File: src/rtl/ahts_defs.svh
// Offsets, field positions, reset values and timing figures of the sequencer.
// Assumes inclusion by bare name from the design files.
`ifndef AHTS_DEFS_SVH
`define AHTS_DEFS_SVH
// Timing
`define AHTS_CLK_MHZ 250
`define AHTS_NS_PER_US 1000
`define AHTS_CONV_NS 54000
`define AHTS_SAMPLE_STEPS 4
`define AHTS_RES_BITS 12
`define AHTS_RES_LOW_12 4'h0
`define AHTS_RES_LOW_8 4'h4
`define AHTS_SAR_MSB 12'h800
// Register word offsets
`define AHTS_A_PERIPH 3'h0
`define AHTS_A_MODE0 3'h1
`define AHTS_A_MODE1 3'h2
`define AHTS_A_MODE2 3'h3
`define AHTS_A_CHAN 3'h4
`define AHTS_A_RESULT 3'h5
`define AHTS_A_STAT 3'h6
`define AHTS_A_MASK 3'h7
// Field positions
`define AHTS_PE_GATE 0
`define AHTS_M0_EN 0
`define AHTS_M0_ARM 1
`define AHTS_M0_CSM 2
`define AHTS_M0_BUSY 3
`define AHTS_M1_SRC 1:0
`define AHTS_M1_ONESHOT 2
`define AHTS_M1_TMODE 4:3
`define AHTS_M2_RES 0
`define AHTS_M2_NREF 1
`define AHTS_M2_PREF 3:2
`define AHTS_CH_NUM 4:0
`define AHTS_CH_ISS 7
`define AHTS_IRQ_DONE 0
`define AHTS_IRQ_OVR 1
// Reset values and codes
`define AHTS_RST_CHAN 5'h00
`define AHTS_RST_2B 2'h0
`define AHTS_RST_RES 12'h000
`define AHTS_RST_DATA 16'h0000
`define AHTS_TM_HW_NOWAIT 2'h2
`define AHTS_SRC_TIMER1 2'h0
`endif

File: src/rtl/ahts_pkg.sv
// Types shared by the conversion sequencer.
// Assumes nothing beyond a SystemVerilog compiler.
package ahts_pkg;
  typedef enum logic [2:0] {
    ST_STOP = 3'b000,
    ST_IDLE = 3'b001,
    ST_CONV = 3'b010,
    ST_STORE = 3'b011,
    ST_DONE = 3'b100
  } ahts_state_t;
endpackage

File: src/rtl/ahts_sequencer.sv
// Timer-triggered successive-approximation converter control with registers.
// Assumes triggers are one-cycle pulses on ref_clk; comparator is asynchronous.
`timescale 1ns/100ps
`include "ahts_defs.svh"
module ahts_sequencer #(
  parameter int CONV_CYCLES = `AHTS_CONV_NS * `AHTS_CLK_MHZ / `AHTS_NS_PER_US,
  parameter int CNT_W = 16
) (
  // Clock and reset
  input wire logic ref_clk,
  input wire logic nrst,
  // Register port
  input wire logic [2:0] reg_addr,
  input wire logic [15:0] reg_wdata,
  input wire logic reg_wr,
  input wire logic reg_rd,
  output logic [15:0] reg_rdata,
  // Trigger sources
  input wire logic timer_ch1_irq,
  input wire logic [2:0] ext_trig,
  // Analog front end
  input wire logic comp_in,
  output logic [11:0] dac_code,
  output logic sample_en,
  output logic [4:0] amux_sel,
  output logic amux_internal,
  output logic [1:0] pos_ref_out,
  output logic neg_ref_out,
  output logic busy,
  // Interrupts
  output logic conv_done_irq,
  output logic irq
);
  localparam int STEPS = `AHTS_SAMPLE_STEPS + `AHTS_RES_BITS;
  localparam int STEP_CYC = CONV_CYCLES / STEPS;

  // Register address match
  function automatic logic hit(input logic [2:0] a, input logic [2:0] off);
    return a == off;
  endfunction

  // Trigger source pick
  function automatic logic trig_pick(input logic [1:0] s, input logic [3:0] v);
    return v[s];
  endfunction

  ahts_pkg::ahts_state_t state, next_state;
  logic conv_clock_gate;
  logic conv_enable, conv_start_arm, chan_sel_mode;
  logic [1:0] trig_src;
  logic [1:0] trig_mode;
  logic oneshot_sel;
  logic resolution_sel, neg_ref_sel;
  logic [1:0] pos_ref;
  logic internal_src_sel;
  logic [4:0] input_channel_reg;
  logic [11:0] conv_result_reg;
  logic [1:0] irq_stat, irq_mask, irq_evt, next_stat;
  logic act_res;
  logic [CNT_W-1:0] tcnt, scnt;
  logic [3:0] step;
  logic tick;
  logic comp_s1, comp_s2, comp_s3, comp_q;
  logic wr_ok, rd_ok, hw_mode, trig_sel, trig_hit, sw_go, start_go, load_cfg;
  logic [3:0] bitpos, lowbit;

  // Access qualified by the clock gate
  assign wr_ok = reg_wr && conv_clock_gate;
  assign rd_ok = reg_rd && conv_clock_gate;
  assign hw_mode = trig_mode[1];
  assign trig_sel = trig_pick(trig_src, {ext_trig, timer_ch1_irq});
  assign trig_hit = (state == ahts_pkg::ST_IDLE) && conv_start_arm && hw_mode && trig_sel;
  assign sw_go = (state == ahts_pkg::ST_IDLE) && !hw_mode && wr_ok &&
                 hit(reg_addr, `AHTS_A_MODE0) && reg_wdata[`AHTS_M0_ARM] &&
                 reg_wdata[`AHTS_M0_EN];
  assign start_go = trig_hit || sw_go;
  assign load_cfg = ((state == ahts_pkg::ST_STOP) && conv_enable) || start_go;
  assign tick = (state == ahts_pkg::ST_CONV) && (scnt == CNT_W'(STEP_CYC - 1));
  assign lowbit = act_res ? `AHTS_RES_LOW_8 : `AHTS_RES_LOW_12;
  assign bitpos = 4'(`AHTS_RES_BITS - 1 + `AHTS_SAMPLE_STEPS) - step;

  // Peripheral clock gate, always reachable
  always_ff @(posedge ref_clk or negedge nrst)
  begin
    if (!nrst)
      conv_clock_gate <= 1'b0;
    else if (reg_wr && hit(reg_addr, `AHTS_A_PERIPH))
      conv_clock_gate <= reg_wdata[`AHTS_PE_GATE];
  end

  // Mode register 0: enable, channel mode
  always_ff @(posedge ref_clk or negedge nrst)
  begin
    if (!nrst)
    begin
      conv_enable <= 1'b0;
      chan_sel_mode <= 1'b0;
    end
    else if (wr_ok && hit(reg_addr, `AHTS_A_MODE0))
    begin
      conv_enable <= reg_wdata[`AHTS_M0_EN];
      chan_sel_mode <= reg_wdata[`AHTS_M0_CSM];
    end
  end

  // Arm bit: held through hardware one-shot, dropped by software one-shot
  always_ff @(posedge ref_clk or negedge nrst)
  begin
    if (!nrst)
      conv_start_arm <= 1'b0;
    else if (wr_ok && hit(reg_addr, `AHTS_A_MODE0))
      conv_start_arm <= reg_wdata[`AHTS_M0_ARM] && reg_wdata[`AHTS_M0_EN];
    else if (!conv_enable || !conv_clock_gate)
      conv_start_arm <= 1'b0;
    else if ((state == ahts_pkg::ST_DONE) && !hw_mode && oneshot_sel)
      conv_start_arm <= 1'b0;
  end

  // Mode registers 1 and 2, channel register
  always_ff @(posedge ref_clk or negedge nrst)
  begin
    if (!nrst)
    begin
      trig_src <= `AHTS_RST_2B;
      trig_mode <= `AHTS_RST_2B;
      oneshot_sel <= 1'b0;
      resolution_sel <= 1'b0;
      neg_ref_sel <= 1'b0;
      pos_ref <= `AHTS_RST_2B;
      internal_src_sel <= 1'b0;
      input_channel_reg <= `AHTS_RST_CHAN;
    end
    else if (wr_ok)
    begin
      if (hit(reg_addr, `AHTS_A_MODE1))
      begin
        trig_src <= reg_wdata[`AHTS_M1_SRC];
        trig_mode <= reg_wdata[`AHTS_M1_TMODE];
        oneshot_sel <= reg_wdata[`AHTS_M1_ONESHOT];
      end
      if (hit(reg_addr, `AHTS_A_MODE2))
      begin
        resolution_sel <= reg_wdata[`AHTS_M2_RES];
        neg_ref_sel <= reg_wdata[`AHTS_M2_NREF];
        pos_ref <= reg_wdata[`AHTS_M2_PREF];
      end
      if (hit(reg_addr, `AHTS_A_CHAN))
      begin
        internal_src_sel <= reg_wdata[`AHTS_CH_ISS];
        input_channel_reg <= reg_wdata[`AHTS_CH_NUM];
      end
    end
  end

  // Active settings applied at enable and at each start from idle
  always_ff @(posedge ref_clk or negedge nrst)
  begin
    if (!nrst)
    begin
      amux_sel <= `AHTS_RST_CHAN;
      amux_internal <= 1'b0;
      pos_ref_out <= `AHTS_RST_2B;
      neg_ref_out <= 1'b0;
      act_res <= 1'b0;
    end
    else if (load_cfg)
    begin
      amux_sel <= input_channel_reg;
      amux_internal <= internal_src_sel;
      pos_ref_out <= pos_ref;
      neg_ref_out <= neg_ref_sel;
      act_res <= resolution_sel;
    end
  end

  // Sequencer next state
  always_comb
  begin
    next_state = state;
    case (state)
      ahts_pkg::ST_STOP:
        if (conv_enable)
          next_state = ahts_pkg::ST_IDLE;
      ahts_pkg::ST_IDLE:
        if (start_go)
          next_state = ahts_pkg::ST_CONV;
      ahts_pkg::ST_CONV:
        if (!conv_start_arm)
          next_state = ahts_pkg::ST_IDLE;
        else if (tcnt == CNT_W'(CONV_CYCLES - 1))
          next_state = ahts_pkg::ST_STORE;
      ahts_pkg::ST_STORE:
        next_state = ahts_pkg::ST_DONE;
      ahts_pkg::ST_DONE:
        if (!oneshot_sel && conv_start_arm)
          next_state = ahts_pkg::ST_CONV;
        else
          next_state = ahts_pkg::ST_IDLE;
      default:
        next_state = ahts_pkg::ST_STOP;
    endcase
    if (!conv_enable || !conv_clock_gate)
      next_state = ahts_pkg::ST_STOP;
  end

  // State and busy flag
  always_ff @(posedge ref_clk or negedge nrst)
  begin
    if (!nrst)
    begin
      state <= ahts_pkg::ST_STOP;
      busy <= 1'b0;
    end
    else
    begin
      state <= next_state;
      busy <= (next_state == ahts_pkg::ST_CONV) || (next_state == ahts_pkg::ST_STORE);
    end
  end

  // Conversion timing counters
  always_ff @(posedge ref_clk or negedge nrst)
  begin
    if (!nrst)
    begin
      tcnt <= '0;
      scnt <= '0;
      step <= 4'h0;
    end
    else if (state != ahts_pkg::ST_CONV)
    begin
      tcnt <= '0;
      scnt <= '0;
      step <= 4'h0;
    end
    else
    begin
      tcnt <= tcnt + 1'b1;
      scnt <= tick ? '0 : scnt + 1'b1;
      if (tick && step != 4'(STEPS - 1))
        step <= step + 4'h1;
    end
  end

  // Comparator synchroniser, change taken when stages two and three agree
  always_ff @(posedge ref_clk or negedge nrst)
  begin
    if (!nrst)
    begin
      comp_s1 <= 1'b0;
      comp_s2 <= 1'b0;
      comp_s3 <= 1'b0;
      comp_q <= 1'b0;
    end
    else
    begin
      comp_s1 <= comp_in;
      comp_s2 <= comp_s1;
      comp_s3 <= comp_s2;
      if (comp_s2 == comp_s3)
        comp_q <= comp_s3;
    end
  end

  // Sample window and successive approximation
  always_ff @(posedge ref_clk or negedge nrst)
  begin
    if (!nrst)
    begin
      dac_code <= `AHTS_RST_RES;
      sample_en <= 1'b0;
    end
    else
    begin
      sample_en <= (next_state == ahts_pkg::ST_CONV) &&
                   ((state != ahts_pkg::ST_CONV) ||
                    (step < 4'(`AHTS_SAMPLE_STEPS - 1)) ||
                    ((step == 4'(`AHTS_SAMPLE_STEPS - 1)) && !tick));
      if (state != ahts_pkg::ST_CONV && next_state == ahts_pkg::ST_CONV)
        dac_code <= `AHTS_RST_RES;
      else if (tick && step == 4'(`AHTS_SAMPLE_STEPS - 1))
        dac_code <= `AHTS_SAR_MSB;
      else if (tick && step >= 4'(`AHTS_SAMPLE_STEPS) && bitpos >= lowbit)
      begin
        dac_code[bitpos] <= comp_q;
        if (bitpos > lowbit)
          dac_code[bitpos - 4'h1] <= 1'b1;
      end
    end
  end

  // Result register, written before the request is raised
  always_ff @(posedge ref_clk or negedge nrst)
  begin
    if (!nrst)
      conv_result_reg <= `AHTS_RST_RES;
    else if (state == ahts_pkg::ST_STORE)
      conv_result_reg <= dac_code;
  end

  // Events: conversion end and trigger during conversion
  assign irq_evt[`AHTS_IRQ_DONE] = (state == ahts_pkg::ST_DONE);
  assign irq_evt[`AHTS_IRQ_OVR] = conv_start_arm && hw_mode && trig_sel &&
                                 (state != ahts_pkg::ST_IDLE) &&
                                 (state != ahts_pkg::ST_STOP);

  // Sticky status, set wins over read clear
  for (genvar i = 0; i < 2; i++)
  begin : g_stat
    assign next_stat[i] = (irq_stat[i] && !(rd_ok && hit(reg_addr, `AHTS_A_STAT))) ||
                          irq_evt[i];
  end

  // Status, mask and interrupt outputs
  always_ff @(posedge ref_clk or negedge nrst)
  begin
    if (!nrst)
    begin
      irq_stat <= `AHTS_RST_2B;
      irq_mask <= `AHTS_RST_2B;
      irq <= 1'b0;
      conv_done_irq <= 1'b0;
    end
    else
    begin
      irq_stat <= next_stat;
      if (wr_ok && hit(reg_addr, `AHTS_A_MASK))
        irq_mask <= reg_wdata[1:0];
      irq <= |(next_stat & ((wr_ok && hit(reg_addr, `AHTS_A_MASK)) ?
                            reg_wdata[1:0] : irq_mask));
      conv_done_irq <= irq_evt[`AHTS_IRQ_DONE];
    end
  end

  // Read data, valid only in the cycle after the strobe
  always_ff @(posedge ref_clk or negedge nrst)
  begin
    if (!nrst)
      reg_rdata <= `AHTS_RST_DATA;
    else
    begin
      reg_rdata <= `AHTS_RST_DATA;
      if (reg_rd && hit(reg_addr, `AHTS_A_PERIPH))
        reg_rdata[`AHTS_PE_GATE] <= conv_clock_gate;
      else if (rd_ok)
        case (reg_addr)
          `AHTS_A_MODE0: reg_rdata[3:0] <= {busy, chan_sel_mode, conv_start_arm, conv_enable};
          `AHTS_A_MODE1: reg_rdata[4:0] <= {trig_mode, oneshot_sel, trig_src};
          `AHTS_A_MODE2: reg_rdata[3:0] <= {pos_ref, neg_ref_sel, resolution_sel};
          `AHTS_A_CHAN: reg_rdata[7:0] <= {internal_src_sel, 2'h0, input_channel_reg};
          `AHTS_A_RESULT: reg_rdata[11:0] <= conv_result_reg;
          `AHTS_A_STAT: reg_rdata[1:0] <= irq_stat;
          `AHTS_A_MASK: reg_rdata[1:0] <= irq_mask;
          default: reg_rdata <= `AHTS_RST_DATA;
        endcase
    end
  end

  // Helper: cycles spent converting
  logic [CNT_W-1:0] conv_len;
  always_ff @(posedge ref_clk or negedge nrst)
  begin
    if (!nrst)
      conv_len <= '0;
    else if (state == ahts_pkg::ST_CONV)
      conv_len <= conv_len + 1'b1;
    else
      conv_len <= '0;
  end
endmodule // ahts_sequencer

File: config.mk
export PLATFORM = sky130hd
export DESIGN_NAME = ahts_sequencer
export DESIGN_NICKNAME = d
export VERILOG_FILES = /design/src/rtl/ahts_pkg.sv /design/src/rtl/ahts_sequencer.sv
export VERILOG_INCLUDE_DIRS = /design/src /design/src/rtl
export SDC_FILE = /design/constraint.sdc
export NUM_CORES = 1
export LEC_CHECK = 0
export BUFFER_PORTS_ARGS = -buffer_cell sky130_fd_sc_hd__buf_2
export CORE_MARGIN = 8
export CORE_UTILIZATION = 55
export DETAILED_ROUTE_END_ITERATION = 8
export GPL_TIMING_DRIVEN = 0
export PLACE_DENSITY = 0.78
export SYNTH_ARGS = -nofsm -noshare
export SYNTH_HDL_FRONTEND = slang
export SYNTH_SLANG_ARGS = --single-unit
File: constraint.sdc
create_clock -name ref_clk -period 6.35 [get_ports ref_clk]
set_input_delay 0.3175 -clock ref_clk [delete_from_list [all_inputs] [get_ports ref_clk]]
set_output_delay 0.3175 -clock ref_clk [all_outputs]
set_load 0.01 [all_outputs]
==> results of run 1 <==
-- synth_stat cells, types with 2 or more instances --
cell / count
a21o_1: 2
xor2_1: 21
o211ai_1: 2
a311oi_1: 6
or3b_1: 2
clkbuf_2: 2
a41oi_1: 2
or3_1: 3
nor3_1: 10
nand2b_1: 3
ha_1: 8
nand4b_1: 2
a22oi_1: 6
xnor2_1: 6
clkbuf_1: 20
nor2_1: 61
buf_1: 2
mux2_2: 43
inv_1: 15
a21oi_1: 22
o22ai_1: 2
a21oi_2: 2
nand2_1: 36
nor2b_1: 8
nand3_1: 26
and4_1: 5
buf_4: 4
dfrtp_1: 116
o22a_1: 2
mux2i_1: 9
o21ai_0: 19
and3b_1: 2
and2_1: 9
nor4_4: 3
a31oi_1: 3
mux4_2: 3
nor3b_1: 2
and3_1: 5
a31o_2: 2
nor4b_1: 4
nand4_1: 14
-- worst max path at each step --
stage / end / slack (ns) / depth (start not counted)
floorplan: dac_code[2]$_DFFE_PN0P_ / 4.34 / 7
global placement: scnt[9]$_DFF_PN0_ / 3.68 / 1
detailed placement: dac_code[10]$_DFFE_PN0P_ / 3.96 / 7
CTS: dac_code[10]$_DFFE_PN0P_ / 3.95 / 7
global route: dac_code[10]$_DFFE_PN0P_ / 3.71 / 7
finish: dac_code[10]$_DFFE_PN0P_ / 3.86 / 7
-- per-layer routing --
layer | up-vias | global-route usage [%] | part of all wire (%)
li1 | 2053 | - | -
met2 | 155 | 32.5 | 48
met3 | 20 | 6.00 | 7.2
met1 | 2200 | 24.9 | 43
met4 | 0 | 7.05 | 1.7
met5 | - | 0 | 0
-- layout by cell type (no fill, tap or decap), drive strengths merged, types with 3 or more instances in the layout --
cell type and count:
nor4 3, a22oi 6, nor2 61, ha 8, nand2 36, nand2b 3, nor3 10, a31oi 3
and4 5, and3 5, nor2b 8, nand4 15, mux2 43, clkinv 5, dfrtp 116, mux2i 9
buf 62, nor4b 4, conb 4, inv 15, a21oi 24, clkbuf 45, a311oi 6, xnor2 6
o21ai 19, clkinvlp 3, or3 3, xor2 21, mux4 3, and2 9, nand3 26
-- kinds of logic after synthesis --
group	synth area share [%]
buffers and inverters	3.43
xor gates and xnor gates	4.16
and+or+nand+nor	18.9
DFF	51.1
muxes	11.3
AOI/OAI and AO/OA	9.20
other	0.0660
adders and majority gates	1.94
-- per-stage QoR --
stage	setup WS, ns	utilization (%)	instances
floorplan	4.34	-	535
finish	3.86	66.1	759
global placement	3.68	60.2	724
CTS	3.95	66.1	759
detailed placement	3.96	60.5	725
global route	3.71	66.1	759
-- where the power goes --
group | switching, mW | leakage, nW | total [mW] | internal [mW]
sequential | 0.0532 | 1.56 | 0.869 | 0.816
combinational | 0.122 | 1.20 | 0.246 | 0.124
clock | 0.323 | 0.270 | 0.878 | 0.556
total | 0.498 | 3.03 | 1.99 | 1.49
-- final cells by class --
cell class / instances / area share, %
clock inverters: 9 / 1.15
plain buffers: 30 / 2.06
clock buffers: 23 / 7.08
repair buffers: 56 / 4.68
well taps: 136 / 2.53
multi-input cells: 374 / 38.6
inverters: 15 / 0.836
flip-flops and latches: 116 / 43.1
-- worst max-delay path, delay by kind of cell (launching register included) --
| family | cells | cell delay (ns) |
|---|---|---|
| buffers and inverters | 1 | 0.18 |
| adders and majority gates | 1 | 0.20 |
| DFF | 1 | 0.43 |
| AOI/OAI and AO/OA | 3 | 0.56 |
| and+or+nand+nor | 2 | 1.04 |
==> results.tsv, run 1 <==
stage	metric	value	unit
yosys	Area contributors post-synth	dfrtp_1 51%, mux2_2 8.5%, nor2_1 4.0%	
finish	fraction of final layout cells sized beyond drive strength 1	23.9	%
timing	Final Max Slew Viols	0	
routing	Initial DRC Count	292	
setup_path	Worst Setup SP	step[2]$_DFFE_PN0P_	
timing	Fin. Hold Viols	0	
cts	Max Buffers Root-to-Sink	2	
finish	multi-input logic area	0.00260	sq mm
floorplan	Die Area	0.0138	sq mm
setup_path	reg-to-reg setup timing slack	3.86	ns
setup_path	CP Capture Type	flip-flop	
timing	RSZ-0062 raised after global routing	no	
timing	worst hold slack	0.0521	ns
cts	Root Buffer	clkbuf_8	
setup_path	Critical R2R Capture	dac_code[10]$_DFFE_PN0P_	
routing	DRT antenna net count	0	
power_and_ir_drop	Pwr Total	1.99	mW
status	status	finished clean	
setup_path	cells along the critical path	ha_1 > clkbuf_1 > nand2_1 > a21oi_1 > nor4b_1 > o21ai_0 > a21oi_1	
setup_path	crit-path most repeated cell	a21oi_1	
yosys	Post-Syn Area	0.00569	sq mm
cts	post-CTS setup buffer count	0	
placed_design	input/output buffers	53	
yosys	post-synth top area share	51.1	%
finish	Diodes inserted	0	
routing	overall routed net length	13.6	mm
timing	FMAX	0.402	GHz
floorplan	Core ar.	0.0102	sq mm
yosys	Cell variety after synth	59	
placed_design	dpl cell area	0.00616	sq mm
timing	Worst Max-Slew Pin Slew	1.01	ns
cts	Worst-path clk slew	0.06	ns
finish	fill count	784	
timing	fin crit share	39.2	%
global_route	GRT Total Usage	20.0	%
hold_path	Worst Hold Launch	reg_wdata[7]	
routing	vias post-DR	4428	
timing	clock skew	0.00587	ns
routing	routed length per instance	17.9	um
routing	DRC Markers	0	
placed_design	RePlAce Congestion	0.922	
global_route	largest net degree at the start of global routing	66	
hold_path	WHS Path Cells	2	
yosys	Synth area leader	dfrtp_1	
floorplan	Die Y	118	um
routing	router iterations before antenna repair	5	
power_and_ir_drop	worst vdd ir	0.207	mV
power_and_ir_drop	Leakage	3.03	nW
placed_design	DP HPWL	9.40	mm
finish	Finished Cell Area	0.00674	sq mm
yosys	ys flop type	dfrtp_1	
global_route	initial antenna violation count	0	
setup_path	cell count of the worst reg-to-reg path	7	
timing	post-layout min period	2.49	ns
floorplan	Die X	118	um
floorplan	Top Ports	69	
hold_path	Worst Hold Class	input port to flip-flop	
setup_path	Crit Path Class	flip-flop to flip-flop	
cts	htree depth	4	
setup_path	slowest stage cell, crit path	nor4b_1	
setup_path	crit path launch type	flip-flop	
cts	CTS tree	yes	
setup_path	CP peak stage delay	0.86	ns
finish	final net count	646	
flow_run	number of max-cap violations	0	
routing	Vias per Instance	5.83	
yosys	number of synthesized register bits	116	
floorplan	Initial Util	55.8	%
setup_path	Worst EP arrival	2.93	ns
yosys	Post-Synthesis Cells	532	
timing	Setup TNS	0	ns
global_route	vias in the first global route	4434	
yosys	Avg Cell Area, Syn	10.7	sq um
setup_path	Req. time, crit path	6.79	ns
setup_path	reg2reg start	step[2]$_DFFE_PN0P_	
floorplan	row count	37	
cts	# clock sinks	116	
yosys	synth warn	0	
cts	Post-CTS Hold Fix Bufs	2	
global_route	grt ovf	0	
cts	post-CTS resize count	0	
hold_path	Min-Delay Endpoint	internal_src_sel$_DFFE_PN0P_	
finish	Largest regs	scnt x16, tcnt x16	
cts	worst skew pair latency	0.52	ns
finish	Layout area overhead	18.5	%
yosys	sequential fraction of the synthesis area	51.1	%
yosys	number of synthesized flops with an enable pin	0	
finish	Storage cell area	0.00290	sq mm
yosys	async set-or-reset flop fraction in the synthesized netlist	100	%
global_route	first-pass GRT wire length	22.6	mm
cts	total CTS buffers	17	
timing	Worst slew margin	32.4	%
power_and_ir_drop	pwr dens	296	mW/mm^2
timing	final setup fails	0	
setup_path	CP Max Fanout	8	
No activity file was read; power rests on OpenSTA's default activity.
==> run 2, diff against run 1 <==
Settings changed: CORE_UTILIZATION 55 to 53, PLACE_DENSITY 0.78 to 0.79.
Clock period 6.35 ns to 2.1 ns, I/O delays scaled along.
==> results.tsv, run 2 (synthesis gave the netlist of run 1 again) <==
stage	metric	value	unit
floorplan	Die Y	120	um
global_route	initial antenna violation count	0	
timing	Final WS setup	-0.0266	ns
global_route	met1 GRT Util	25.5	%
setup_path	Req. time, crit path	2.54	ns
floorplan	Top Ports	69	
global_route	grt ovf	0	
routing	DRT antenna net count	0	
routing	routed length per instance	17.8	um
timing	Fin. Hold Viols	0	
cts	# clock sinks	116	
global_route	vias in the first global route	4681	
placed_design	RePlAce Congestion	0.909	
finish	Largest regs	scnt x16, tcnt x16	
finish	most common cell after layout, fill and taps aside	dfrtp_1	
setup_path	Buffers & Inverters on Critical Path	1	
setup_path	CP delay by family, top	simple AND/OR/NAND/NOR gates	
global_route	largest net degree at the start of global routing	66	
floorplan	Die X	120	um
setup_path	CP Capture Type	flip-flop	
setup_path	Crit Path Class	flip-flop to flip-flop	
finish	multi-input logic area	0.00264	sq mm
routing	router iterations before antenna repair	5	
timing	Worst slew margin	23.5	%
finish	Diodes inserted	0	
finish	Layout area overhead	23.6	%
timing	clock skew	0.00734	ns
setup_path	crit path launch type	flip-flop	
finish	Final Util	66.0	%
finish	fill count	785	
power_and_ir_drop	pwr dens	917	mW/mm^2
timing	post-layout min period	2.13	ns
global_route	met2 Use GR	32.3	%
timing	FMAX	0.470	GHz
power_and_ir_drop	worst vdd ir	0.533	mV
global_route	GRT Total Usage	19.9	%
setup_path	Worst EP arrival	2.57	ns
setup_path	CP Max Fanout	4	
timing	final setup fails	1	
setup_path	cells along the critical path	inv_1 > ha_1 > and4bb_2 > nand4_4 > or4_4 > a311o_1 > a21oi_2	
floorplan	Initial Util	53.4	%
finish	fraction of final layout cells sized beyond drive strength 1	27.2	%
timing	fin crit share	101	%
timing	RSZ-0062 raised after global routing	yes	
global_route	first-pass GRT wire length	23.2	mm
routing	Initial DRC Count	364	
setup_path	CP peak stage delay	0.58	ns
status	status	finished, violations left	
placed_design	DP HPWL	9.34	mm
routing	overall routed net length	13.9	mm
routing	DRC Markers	0	
cts	Root Buffer	clkbuf_8	
flow_run	number of max-cap violations	0	
placed_design	Setup WS pre-CTS	-0.285	ns
status	failing checks	setup timing	
power_and_ir_drop	Leakage	3.19	nW
hold_path	Worst Hold Class	input port to flip-flop	
cts	Max Buffers Root-to-Sink	2	
routing	Vias per Instance	5.74	
cts	htree depth	4	
finish	Storage cell area	0.00291	sq mm
routing	vias post-DR	4478	
global_route	met3 Resource Use GR	4.09	%
floorplan	row count	38	
finish	final net count	663	
floorplan	Die Area	0.0143	sq mm
setup_path	slowest stage cell, crit path	or4_4	
finish	commonest cells after routing, fill and taps aside	113 x dfrtp_1, 60 x nor2_1, 54 x buf_2, 43 x mux2_2, 35 x nand2_1	
cts	total CTS buffers	17	
cts	CTS tree	yes	
global_route	busiest grt layer	met2	
cts	worst skew pair latency	0.51	ns
cts	Worst-path clk slew	0.05	ns
timing	Worst Max-Slew Pin Slew	1.14	ns
floorplan	Core ar.	0.0107	sq mm
timing	Final Max Slew Viols	0	
setup_path	reg-to-reg setup timing slack	-0.03	ns
placed_design	input/output buffers	53	
==> run 2: cell types whose count changed in the layout (fill, tap and decap cells not counted), moves of 2 or more <==
cell,before,now
buf_4,5,15
bufinv_16,1,4
clkbuf_1,22,14
clkbuf_2,2,6
clkinvlp_4,3,1
dfrtp_1,116,113
dfrtp_2,0,3
dlygate4sd3_1,2,10
==> run 2: where the power goes <==
part           internal [mW]  switching [mW]
Combinational          0.420           0.399
Sequential              2.47           0.163
Clock                   2.01           0.985
==> run 2: worst paths after layout <==
kind	from	end	cells after the start
max in group asynchronous	nrst	step[1]$_DFFE_PN0P_	3
max	scnt[0]$_DFF_PN0_	dac_code[2]$_DFFE_PN0P_	7
min reg2reg	comp_s1$_DFF_PN0_	comp_s2$_DFF_PN0_	0
min	reg_addr[1]	conv_enable$_DFFE_PN0P_	3
max reg2reg	scnt[0]$_DFF_PN0_	dac_code[2]$_DFFE_PN0P_	7
min in group asynchronous	nrst	reg_rdata[0]$_DFF_PN0_	2
==> run 2: metrics by stage <==
step | power, mW | hold WS, ns | std cells | instance area (sq um) | setup TNS, ns
finish | 6.44 | 0.0480 | 780 | 7030 | -0.0266
global route | 6.67 | 0.0521 | 780 | 7030 | -0.367
CTS | 6.43 | 0.0125 | 777 | 6950 | -0.0777
detailed placement | 3.41 | 0.219 | 729 | 6170 | -4.21
global placement | 3.36 | 0.214 | 728 | 6140 | -43.60
floorplan | 3.10 | -0.191 | 535 | 5700 | 0
==> run 2: routing by layer <==
layer / vias to the layer above / part of all wire (%)
met5: - / 0
met4: 0 / 1.5
met3: 20 / 5.0
met2: 140 / 49
met1: 2242 / 44
li1: 2076 / -
==> run 2: layout make-up <==
class | instances | share of cell area, %
well taps | 140 | 2.49
clock buffers | 22 | 6.59
inverters | 15 | 0.801
repair buffers | 75 | 6.98
clock inverters | 10 | 2.17
plain buffers | 28 | 2.01
multi-input cells | 374 | 37.6
flip-flops and latches | 116 | 41.4
==> run 2: worst min-delay path: stages <==
cell,delay (ns)
buf_2,0.10
nor2_2,0.09
mux2_2,0.23
==> run 2: timing repair <==
action / CTS / global route
resized for setup: 7 / 17
setup endpoints to repair: 25 / 36
pin swaps: 4 / 6
setup buffers: 6 / 5
endpoints found under the hold margin: 88 / 0
hold buffers: 10 / 0
